$ cat src/design/qad_consts.svh
// Purpose: named constants for the quinary target address decoder
// Assumes: 40 MHz clock
// Notes: definitions only
`ifndef QAD_CONSTS_SVH
`define QAD_CONSTS_SVH
`define QAD_ADDR_W 7
`define QAD_PAD_W 3
`define QAD_ADDR_BASE 7'h01
`define QAD_WEIGHT_FIVES 7'h05
`define QAD_WEIGHT_TWENTYFIVES 7'h19
`define QAD_PAD_MAX 3'h4
`define QAD_ADDR_MAX 7'h7d
`define QAD_SETTLE_NS 1000
`define QAD_CLK_NS 25
`define QAD_SETTLE_CYC ((`QAD_SETTLE_NS + `QAD_CLK_NS - 1) / `QAD_CLK_NS)
`define QAD_CNT_W 6
`define QAD_LED_W 16
`define QAD_BIT_LAST 3'h7
`endif

$ cat src/design/qad_pkg.sv
// Purpose: types for the quinary target address decoder
// Assumes: nothing
// Notes: pad levels encoded 0..4
package qad_pkg;
   typedef enum logic [2:0] {
      QAD_GROUND = 3'h0,
      QAD_RESISTOR_PULLDOWN_STATE = 3'h1,
      QAD_OPEN_PAD_STATE = 3'h2,
      QAD_RESISTOR_PULLUP_STATE = 3'h3,
      QAD_SUPPLY = 3'h4
   } qad_level_t;
   typedef struct packed {
      logic [2:0] addr_pad_twentyfives;
      logic [2:0] addr_pad_fives;
      logic [2:0] addr_pad_units;
   } qad_pads_t;
   typedef struct packed {
      logic start;
      logic stop;
      logic bit_valid;
      logic bit_val;
   } qad_bus_t;
endpackage

$ cat src/design/qad_addr_decoder.sv
// Purpose: latch the target address from three five-level pads and
//          match the first byte after START; gate the LED outputs
// Assumes: bus events come decoded and synchronous to clk_i
// Notes: pad sense turns off once the address is latched
`timescale 1ns/10ps
`include "qad_consts.svh"
module qad_addr_decoder #(
   parameter int SETTLE_CYC = `QAD_SETTLE_CYC
) (
   // clock and reset
   input wire logic clk_i,
   input wire logic reset_n_i,
   // resets other than power-up
   input wire logic pin_reset_n_i,
   input wire logic soft_reset_i,
   // pads
   input wire qad_pkg::qad_pads_t pad_level_i,
   output logic pad_sense_en_o,
   // bus events
   input wire qad_pkg::qad_bus_t bus_i,
   // output enable and leds
   input wire logic out_en_n_i,
   input wire logic [`QAD_LED_W-1:0] led_req_i,
   output logic [`QAD_LED_W-1:0] led_on_o,
   // status
   output logic [`QAD_ADDR_W-1:0] target_addr_o,
   output logic addr_valid_o,
   output logic in_reset_o,
   output logic ack_o,
   output logic read_o,
   output logic selected_o
);
   // the settle counter cannot reach counts beyond its width
   if (SETTLE_CYC < 1 || SETTLE_CYC > (1 << `QAD_CNT_W) - 1) begin : g_bad
      $error("SETTLE_CYC out of range");
   end

   // ----------------------------------------------------------------
   // pad classification
   // ----------------------------------------------------------------
   qad_pkg::qad_level_t st_u, st_f, st_t;
   qad_pad_class u_cls_units (.level_i(pad_level_i.addr_pad_units),
      .state_o(st_u));
   qad_pad_class u_cls_fives (.level_i(pad_level_i.addr_pad_fives),
      .state_o(st_f));
   qad_pad_class u_cls_tf (.level_i(pad_level_i.addr_pad_twentyfives),
      .state_o(st_t));

   wire logic [6:0] val_u = {4'h0, st_u};
   wire logic [6:0] val_f = {4'h0, st_f};
   wire logic [6:0] val_t = {4'h0, st_t};
   wire logic [6:0] calc_addr = 7'(val_t * `QAD_WEIGHT_TWENTYFIVES
      + val_f * `QAD_WEIGHT_FIVES + val_u + `QAD_ADDR_BASE);

   // ----------------------------------------------------------------
   // reset and latch sequence
   // ----------------------------------------------------------------
   typedef enum logic [1:0] {QAD_HOLD, QAD_SETTLE, QAD_LATCHED} qad_st_t;
   qad_st_t state, next_state;
   logic [`QAD_CNT_W-1:0] cnt, next_cnt;
   logic power_done;
   wire logic any_reset = !pin_reset_n_i || soft_reset_i;
   // after power-up latch, pads stay off; the address holds across pin and soft resets
   wire logic sense_allowed = !power_done;

   always_comb begin
      next_state = state;
      next_cnt = cnt;
      unique case (state)
         QAD_HOLD: begin
            if (!any_reset) begin
               next_state = sense_allowed ? QAD_SETTLE : QAD_LATCHED;
               next_cnt = '0;
            end
         end
         QAD_SETTLE: begin
            if (any_reset) begin
               next_state = QAD_HOLD;
            end else if (cnt == `QAD_CNT_W'(SETTLE_CYC - 1)) begin
               next_state = QAD_LATCHED;
            end else begin
               next_cnt = cnt + 1'b1;
            end
         end
         QAD_LATCHED: begin
            if (any_reset) begin
               next_state = QAD_HOLD;
            end
         end
      endcase
   end

   wire logic latch_now = (state == QAD_SETTLE) && !any_reset
      && (cnt == `QAD_CNT_W'(SETTLE_CYC - 1));

   always_ff @(posedge clk_i or negedge reset_n_i) begin
      if (!reset_n_i) begin
         state <= QAD_HOLD;
         cnt <= '0;
         power_done <= 1'b0;
         target_addr_o <= '0;
      end else begin
         state <= next_state;
         cnt <= next_cnt;
         if (latch_now) begin
            power_done <= 1'b1;
            target_addr_o <= calc_addr;
         end
      end
   end

   assign pad_sense_en_o = (state == QAD_SETTLE);
   assign addr_valid_o = power_done;
   assign in_reset_o = (state != QAD_LATCHED);

   // ----------------------------------------------------------------
   // address byte match
   // ----------------------------------------------------------------
   logic [7:0] shreg;
   logic [2:0] bitn;
   logic in_addr, next_in_addr;
   logic sel;
   wire logic active = (state == QAD_LATCHED);
   wire logic byte_done = bus_i.bit_valid && in_addr
      && (bitn == `QAD_BIT_LAST);
   wire logic [7:0] full_byte = {shreg[6:0], bus_i.bit_val};
   wire logic hit = (full_byte[7:1] == target_addr_o);

   always_comb begin
      next_in_addr = in_addr;
      if (bus_i.start) begin
         next_in_addr = active;
      end else if (byte_done || bus_i.stop) begin
         next_in_addr = 1'b0;
      end
   end

   always_ff @(posedge clk_i or negedge reset_n_i) begin
      if (!reset_n_i) begin
         shreg <= '0;
         bitn <= '0;
         in_addr <= 1'b0;
         sel <= 1'b0;
         ack_o <= 1'b0;
         read_o <= 1'b0;
      end else begin
         in_addr <= next_in_addr;
         ack_o <= byte_done && hit && active && !any_reset;
         if (bus_i.start) begin
            bitn <= '0;
            sel <= 1'b0;
         end else if (bus_i.stop || !active) begin
            sel <= 1'b0;
         end else if (bus_i.bit_valid && in_addr) begin
            shreg <= full_byte;
            bitn <= bitn + 1'b1;
            if (byte_done) begin
               sel <= hit;
               read_o <= full_byte[0];
            end
         end
      end
   end
   assign selected_o = sel;

   // ----------------------------------------------------------------
   // output enable
   // ----------------------------------------------------------------
   always_ff @(posedge clk_i or negedge reset_n_i) begin
      if (!reset_n_i) begin
         led_on_o <= '0;
      end else begin
         led_on_o <= (out_en_n_i || !active) ? '0 : led_req_i;
      end
   end
endmodule

$ cat src/design/qad_pad_class.sv
// Purpose: classify one five-level pad into its state value
// Assumes: analog sense gives a 3-bit level code 0..4
// Notes: codes above 4 read as supply
`timescale 1ns/10ps
`include "qad_consts.svh"
module qad_pad_class (
   // sensed level
   input wire logic [2:0] level_i,
   // resolved state
   output qad_pkg::qad_level_t state_o
);
   // out-of-range codes clamp high rather than alias to a low address
   wire logic over = (level_i > `QAD_PAD_MAX);
   assign state_o = over ? qad_pkg::QAD_SUPPLY
                         : qad_pkg::qad_level_t'(level_i);
endmodule

$ cat config.mk
export PLATFORM = sky130hd
export DESIGN_NAME = qad_addr_decoder
export DESIGN_NICKNAME = d
export VERILOG_FILES = /design/src/design/qad_pkg.sv /design/src/design/qad_addr_decoder.sv /design/src/design/qad_pad_class.sv
export VERILOG_INCLUDE_DIRS = /design/src /design/src/design
export SDC_FILE = /design/constraint.sdc
export NUM_CORES = 1
export LEC_CHECK = 0
export BUFFER_PORTS_ARGS = -buffer_cell sky130_fd_sc_hd__buf_2
export CORE_ASPECT_RATIO = 1.75
export CORE_MARGIN = 2
export CORE_UTILIZATION = 41
export DETAILED_ROUTE_END_ITERATION = 8
export PLACE_DENSITY = 0.72
export SLEW_MARGIN = 40
export SYNTH_ARGS = -nofsm -noshare
export SYNTH_HDL_FRONTEND = slang
export SYNTH_SLANG_ARGS = --single-unit
$ cat constraint.sdc
create_clock -name clk_i -period 4.37 [get_ports clk_i]
set_input_delay 0.2185 -clock clk_i [delete_from_list [all_inputs] [get_ports clk_i]]
set_output_delay 0.2185 -clock clk_i [all_outputs]
set_load 0.03 [all_outputs]
# Word-level counts from Yosys, hierarchy flattened
# Index checks and enable logic that the tools add are counted.
[word_totals] register_bits=46
[classes] add_sub_neg=5 multipliers=2 magnitude_cmp=3 n_eq_ne=12 n_mux=23 bitwise_logic=2 n_reduce_logical=26
[ops] op="$mux 3" count=6
[ops] op="$mux 6" count=3
[ops] op="$mux 16" count=1
[ops] op="$ne 2x2->1 const B" count=6
[ops] op="$pmux 6 s2" count=1
[ops] op="$mux 2" count=5
[ops] op="$gt 3x3->1 const B" count=3
[ops] op="$reduce_and 4->1" count=2
[ops] op="$add 7x1->7 const B" count=1
[ops] op="$add 7x3->7" count=1
[ops] op="$add 7x6->7" count=1
[ops] op="$eq 7x7->1" count=1
[ops] op="$logic_and 1x1->1" count=7
[ops] op="$mul 3x5->7 const B" count=1
[ops] op="$add 6x1->6 const B" count=1
[ops] op="$eq 6x6->1 const B" count=1
[ops] op="$mul 3x3->6 const B" count=1
[ops] op="$mux 1" count=6
[ops] op="$pmux 2 s3" count=1
[ops] op="$reduce_and 3->1" count=2
[ops] op="$reduce_bool 2->1" count=3
[ops] op="$reduce_bool 3->1" count=2
[ops] op="$logic_or 1x1->1" count=4
[ops] op="$reduce_and 2->1" count=2
[ops] op="other kinds (8)" count=11

# Depth between registers and ports, before layout
# Gate-level depths: netlist of the first run.
[depth] word_depth=6 ltp_mapped=13 ltp_nobuf=13

# By module
# From an unflattened synthesis of the first run, not the netlist that was laid out.
[unflattened] hier_cells=222 area_unflattened_um2=2528.7
[by_module_without_submodules] mod="qad_addr_decoder" instances=1 cells_per_inst=213 area_per_inst_um2=2479.9
[by_module_without_submodules] mod="qad_pad_class" instances=3 cells_per_inst=3 area_per_inst_um2=16.3

# Worst setup path before layout of the first run
# No wires, ideal clock.
[synth_path] kind="in2reg" start="input port pad_level_i[3] (netlist name)" end="register target_addr_o[6]" setup_time_ns=0.069 t_arrival_ns=2.659 slack_ns=1.643 path_stages=11 cell_sequence="or2_2 -> ha_1 -> ha_1 -> inv_1 -> fa_1 -> inv_1 -> ha_1 -> a211oi_1 -> o21ai_0 -> a211o_1 -> nand3_1"
[synth_via] elab_chain_cells=6
[synth_rtl] element="from (decl)" line_no="qad_addr_decoder.sv:17" source="input wire qad_pkg::qad_pads_t pad_level_i,"
[synth_rtl] element="$gt 3x3->1 (no source line)"
[synth_rtl] element="$mux 3 (*)" line_no="qad_pad_class.sv:14" source="assign state_o = over ? qad_pkg::QAD_SUPPLY"
[synth_rtl] element="$mul 3x3->6 (no source line) (*)"
[synth_rtl] element="$add 7x6->7 (no source line) (*)"
[synth_rtl] element="$add 7x3->7 (*)" line_no="qad_addr_decoder.sv:52" source="wire logic [6:0] calc_addr = 7'(val_t * `QAD_WEIGHT_TWENTYFIVES"
[synth_rtl] element="$add 7x1->7 (no source line) (*)"
[synth_rtl] element="to (signal assigned)" line_no="qad_addr_decoder.sv:107" source="target_addr_o <= calc_addr;"
[synth_rtl] element="to (decl)" line_no="qad_addr_decoder.sv:26" source="output logic [`QAD_ADDR_W-1:0] target_addr_o,"
# Mark *: on every way between the ends. The rest lies on a longest branch, timed or not.
# A chain may end at the register's enable or synchronous reset.

# Final worst setup path of the first run
[layout_path] start="input port pad_level_i[8] (netlist name)" end="register target_addr_o[6]"
[layout_via] elab_chain_cells=6
[layout_rtl] element="$gt 3x3->1 (no source line)"
[layout_rtl] element="$mux 3 (*)" line_no="qad_pad_class.sv:14"
[layout_rtl] element="$mul 3x5->7 (no source line) (*)"
[layout_rtl] element="$add 7x6->7 (no source line) (*)"
[layout_rtl] element="$add 7x3->7 (*)" line_no="qad_addr_decoder.sv:52"
[layout_rtl] element="$add 7x1->7 (no source line) (*)"
# Marks and branches as above.

==> results.toml, run 1 <==
[sta]
finalSetupViolations = 0
slew_headroom_pct = 52.0
tightestPinTransition_ps = 717
min_period_over_period_pct = 60.8
min_period_ps = 2660
fmax_ghz = 0.376
postLayoutSetupSlackWorst_ps = 1710
hold_violations = 0
slew_viol_final = 0
finalSetupTns_ps = 0
clock_skew_ps = 8.98
rsz0062_at_grt = "no"

[clock_tree]
cts_tree = "built"
cts_sinks = 46
clockBufferDepth = 2
insertion_delay_ps = 290
cts_made_buffers = 5
root_buffer = "clkbuf_8"
post_cts_buffers = 0
path_clk_slew_ps = 80
htree_levels = 2

[worst_setup_path]
cpPeakStageDelay_ps = 460
path_cells = "buf_2 > nor2b_1 > ha_1 > ha_1 > fa_1 > ha_1 > ha_1 > or2_2 > a211o_1 > nand3_1"
critical_path_buf_inv_count = 1
cp_max_fo = 5
required_ps = 4590
arrival_ps = 2880
critPathTopFamily = "adder cells"
slowest_stage = "fa_1"
crit_path_start_kind = "primary input"
critPathMostFrequentCell = "ha_1"
endpoint_kind = "register"
worstSetupPathType = "in -> reg"

[routing]
antenna_left = 0
finalWirelength_um = 4880
via_per_inst = 4.90
first_pass_iters = 4
drtIter0Drc = 64
drc = 0
vias = 1797
avgRoutedWirePerCell_um = 13.3

[pwr]
p_per_area_mw_per_mm2 = 371
peakVddDrop_mv = 0.166
leakage_uw = 0.00163

[global_routing]
grt_max_degree = 47
antenna_found_initial = 0
grt_pass1_vias = 1848
gr-total-overflow = 0
grtUsageTotal_pct = 15.6
grt_pass1_wl_um = 8400

[hold_path]
worst_hold_path_type = "in -> reg"

[place]
pre_cts_ws_ps = 1410
hpwl_um = 3940
gp_congestion = 0.752
io_buffers = 62

[floorplan]
num_io_pins = 63
core_area_sq_mm = 0.00593
initial_core_util_pct = 42.7
row_count = 37
die-area_sq_mm = 0.00684
die_w_um = 63.4
die_h_um = 108

[cells_and_area]
regArea_sq_mm = 0.00115
drive_gt1_share_pct = 30.1
multiInputGateArea_sq_mm = 0.00131
synthToLayoutAreaGrowth_pct = 20.3
nets = 352
antenna_cells = 0
fillers = 584
layout_commonest_cell = "buf_2"
layout_common_cells = "61 x buf_2, 46 x dfrtp_1, 25 x ha_1"

[synthesis]
synth-simple-area-share_pct = 15.5
synth_seq_cells = 46
syn_nets = 287
avgSynthCellArea_sq_um = 11.3
ys.warnings.count = 0
syn_inst = 224
synth_mux_area_share_pct = 6.57
synth-compound-area-share_pct = 9.59
synth_edf_count = 0
synth_seq_area_share_pct = 45.5
synth_xor_area_share_pct = 4.50
synth_cell_types = 46
synth_fa_ha_area_share_pct = 15.5
synth_ff_type = "dfrtp_1"
syn_area_sq_mm = 0.00253
synth_top_family_by_area = "adder cells"
async_flop_share_pct = 100

[job]
drv_cap = 0

[run_status]
status = "finished, final reports clean"
[synthesized netlist by cell type, types with 2 or more instances]
cell,instances,area (sq um)
dfrtp_1,46,1150
ha_1,25,313
and2_1,17,106
nand2_1,14,52.6
inv_1,12,45.0
mux2_2,9,101
nor2_1,8,30.0
xnor2_1,8,70.1
nor2b_1,6,37.5
o21ai_0,6,30.0
a22o_1,5,43.8
clkbuf_1,5,18.8
nand3_1,5,25.0
xor2_1,5,43.8
a21oi_1,4,20.0
fa_1,4,80.1
mux2_1,4,45.0
o21ai_1,4,20.0
a21o_1,3,22.5
or2_2,3,18.8
a211oi_1,2,15.0
mux2i_1,2,20.0
nand2b_1,2,12.5
nand4_1,2,12.5
nor3_1,2,10.0
[per-stage QoR]
step                      total power [uW]  cells  hold slack [ps]  cell area (sq um)  utilization [%]
final                                 1130    367              128               3050             51.4
after global routing                  1200    367              114               3050             51.4
after CTS                             1150    367              115               3050             51.4
after detailed placement               828    359              257               2920             49.3
after global placement                 814    359              425               2920             49.3
after floorplan                        721    224            -77.1               2530                -
[registers in the layout (all words and copies together) (netlist names)]
name and cells:
led_on_o 16, shreg 7, state 2, addr_valid_o 1
target_addr_o 7, read_o 1, bitn 3, ack_o 1
cnt 6, in_addr 1, selected_o 1
[worst register-to-register path: cells and delay by family, from the launching register on]
kind,cells,cell delay [ps]
multiplexers,1,470
flip-flops,1,400
adder cells (fa/ha/maj),1,380
buffers and inverters,1,90
AND/OR/NAND/NOR,1,550
[where the power goes]
group          internal, uW  switching (uW)  leakage (uW)
logic                   128             199      0.000951
clock network           183             134     0.0000573
registers               466            20.1      0.000624
[final timing paths]
path / cells after the start / to / start / slack [ps]
max: 10 / target_addr_o[6]$_DFFE_PN0P_ / pad_level_i[8] / 1710
min: 2 / led_on_o[3]$_DFF_PN0_ / led_req_i[3] / 130
max reg2reg: 4 / target_addr_o[1]$_DFFE_PN0P_ / state[1]$_DFFE_PN0P_ / 2370
min reg2reg: 1 / read_o$_DFFE_PN0P_ / read_o$_DFFE_PN0P_ / 490
max in group asynchronous: 2 / shreg[2]$_DFFE_PN0P_ / reset_n_i / 3510
min in group asynchronous: 2 / led_on_o[4]$_DFF_PN0_ / reset_n_i / 460
[what timing repair did]
item | in CTS | in global routing
hold buffers | 1 | 0
resized for setup | 0 | 0
hold endpoints to repair | 46 | 0
[per-layer routing]
metal / global-route usage [%] / vias up / part of all wire [%]
met2: 29.8 / 27 / 57
met1: 16.6 / 868 / 38
met3: 2.81 / 6 / 2.7
li1: - / 896 / -
met5: 0 / - / 0
met4: 6.06 / 0 / 1.5
[logic make-up (layout without fill, tap and decap cells)]
kind of cell / Yosys count / count (layout)
simple gates: 69 / 69
flops: 46 / 46
compound gates: 33 / 33
fa+ha+maj: 29 / 29
buf+inv: 18 / 83
mux: 15 / 15
xor+xnor: 13 / 13
other cells: 1 / 1
[final cells by class]
class | instances | share of cell area (%)
multi-input cells | 160 | 43.1
flip-flops and latches | 46 | 37.8
repair buffers | 63 | 10.6
well taps | 78 | 3.20
clock buffers | 6 | 2.71
inverters | 13 | 1.60
clock inverters | 1 | 0.986
Power figures use the tool's default switching activity.
==> inputs of run 2 (changes only) <==
ABC_AREA = 1   (was not set)
PLACE_DENSITY = 0.74   (was 0.72)
clock period = 2.4 ns   (was 4.37 ns; I/O delays follow)
==> results.toml, run 2 <==
[worst_setup_path]
path_cells = "buf_12 > inv_12 > nand2_8 > nor2_4 > nor3_2 > ha_2 > or2_4 > ha_4 > inv_4 > fa_2 > inv_2 > ha_4 > nand2_2 > nor2_1 > nand2_1 > nand3_1 > nand2_1 > nand3_1 > nand2_1"
r2r_end = "target_addr_o[2]$_DFFE_PN0P_"
setup.worst_path.end = "target_addr_o[6]$_DFFE_PN0P_"
arrival_ps = 2540
crit_path_start_kind = "primary input"
crit_start = "pad_level_i[5]"
critPathMostFrequentCell = "nand2_1"
worstSetupPathType = "in -> reg"
cp_max_fo = 2
rr_startpoint = "state[1]$_DFFE_PN0P_"
slowest_stage = "fa_2"
required_ps = 2580
cpPeakStageDelay_ps = 570
r2r_setup_slack_ps = 790
endpoint_kind = "register"
reg2reg_depth = 9

[run_status]
status = "finished, final reports clean"

[pwr]
p_total_uw = 2730
leakage_uw = 0.00202
peakVddDrop_mv = 0.379
p_per_area_mw_per_mm2 = 749

[clock_tree]
cts_sinks = 46
clockBufferDepth = 2
path_clk_slew_ps = 60
cts_made_buffers = 5
htree_levels = 2
root_buffer = "clkbuf_16"
insertion_delay_ps = 280
cts_tree = "built"

[routing]
avgRoutedWirePerCell_um = 12.3
antenna_left = 0
finalWirelength_um = 6120
first_pass_iters = 4
vias = 2320
via_per_inst = 4.67
drtIter0Drc = 59
drc = 0

[global_routing]
antenna_found_initial = 0
grt_pass1_wl_um = 9730
grt_max_degree = 47
grt_pass1_vias = 2330
gr-total-overflow = 0
grtUsageTotal_pct = 16.5

[synthesis]
async_flop_share_pct = 100
synth_seq_cells = 46
synth_edf_count = 0
syn_area_sq_mm = 0.00282
syn_nets = 398
ys.warnings.count = 0
yosysMostFrequentCell = "nand2_1"
avgSynthCellArea_sq_um = 8.41
synth_ff_type = "dfrtp_1"
synth_common_cells = "87 x nand2_1, 60 x inv_1, 46 x dfrtp_1, 25 x ha_1, 22 x nor2_1"
synth_cell_types = 33
synth_seq_area_share_pct = 40.9
syn_inst = 335
yosys-top-cells-area = "dfrtp_1 41%, nand2_1 12%, ha_1 11%"
synth_top_cell_area_share_pct = 40.9
synth_area_leader_cell = "dfrtp_1"

[sta]
rsz0062_at_grt = "yes"
finalSetupViolations = 0
slew_viol_final = 0
tightestPinTransition_ps = 622
finalSetupTns_ps = 0
hold_violations = 0
min_period_ps = 2360
clock_skew_ps = 3.11
fmax_ghz = 0.424
slew_headroom_pct = 58.5
min_period_over_period_pct = 98.3

[cells_and_area]
fillers = 619
largestRegisters = "led_on_o x16, shreg x7, target_addr_o x7"
layout_common_cells = "82 x nand2_1, 57 x buf_2, 54 x inv_1"
layout_commonest_cell = "nand2_1"
antenna_cells = 0
largest_register = "led_on_o"
largest_register_ffs = 16
nets = 475
drive_gt1_share_pct = 34.9
synthToLayoutAreaGrowth_pct = 29.3

[floorplan]
die-area_sq_mm = 0.00758
num_io_pins = 63
row_count = 40
initial_core_util_pct = 41.7
core_area_sq_mm = 0.00676
die_w_um = 66.7
die_h_um = 114

[job]
drv_cap = 0

[place]
hpwl_um = 4750
io_buffers = 62
gp_congestion = 0.900

[hold_path]
worst_hold_path_type = "in -> reg"
run 2: changes by cell type in the layout (fill, tap and decap cells not counted), sizes merged, moves of 3 or more:
cell,before,now
and2,17,0
nor2b,6,0
xnor2,8,5
xor2,5,1
inv,13,67
a22o,5,0
mux2,13,0
nor2,9,38
buf,62,74
nand2,15,91
nand3,5,18
a21o,3,0
o21ai,10,15
run 2: logic make-up (layout without fill, tap and decap cells):
kind of cell    after synthesis  in the layout  share of synthesized area, %
compound gates               24             24                          4.53
buf+inv                      72            150                          10.7
simple gates                157            157                          27.9
other cells                   1              1                         0.133
flops                        46             46                          40.9
fa+ha+maj                    29             29                          13.9
xor+xnor                      6              6                          1.86
run 2: report_power, final:
part,switching (uW),internal (uW)
sequential,94.0,904
clock,281,386
combinational,646,417
run 2: what timing repair did:
item	CTS	global route
hold endpoints to repair	46	0
pin swaps	1	17
endpoints found under the setup margin	3	4
hold buffers	1	0
resized for setup	3	31
buffers inserted	0	1
run 2: area by class of cell:
class / instances / area [sq um] / share of cell area [%]
clock inverter: 2 / 13.8 / 0.378
multi-input combinational: 217 / 1540 / 42.2
inverter: 67 / 272 / 7.45
sequential: 46 / 1150 / 31.6
tap: 84 / 105 / 2.88
clock buffer: 6 / 129 / 3.54
timing repair buffer: 75 / 435 / 12.0
run 2: critical path: cells and delay by family:
kind                       cells  cell delay (ps)
adders and majority gates      4             1270
and+or+nand+nor               11              890
buffers and inverters          4              260
run 2: worst min path at each step:
stage	startpoint	endpoint	slack [ps]	cells past startpoint
final	led_req_i[1]	led_on_o[1]$_DFF_PN0_	40	3
after global routing	led_req_i[2]	led_on_o[2]$_DFF_PN0_	60	3
after CTS	led_req_i[15]	led_on_o[15]$_DFF_PN0_	40	3
after detailed placement	reset_n_i	led_on_o[6]$_DFF_PN0_	160	1
after global placement	reset_n_i	led_on_o[13]$_DFF_PN0_	330	1
after floorplan	reset_n_i	ack_o$_DFF_PN0_	-180	0
run 2: per-stage QoR:
step | cells | setup WS [ps] | util, % | hold slack, ps | cell area (sq um)
after floorplan | 335 | -59.7 | - | -176 | 2880
after global routing | 497 | -84.1 | 53.9 | 57.8 | 3640
after detailed placement | 487 | -365 | 49.3 | 161 | 3330
final | 497 | 41.2 | 53.9 | 39.2 | 3640
after CTS | 496 | 2.56 | 51.7 | 37.4 | 3490
after global placement | 487 | -279 | 49.3 | 331 | 3330
run 2: metal layers:
metal	global-route usage, %	share of wire (%)	vias to the layer above
li1	-	-	1169
met1	15.3	33	1089
met2	33.7	60	48
met3	1.87	3.4	14
met4	7.21	3.2	0
met5	0	0	-
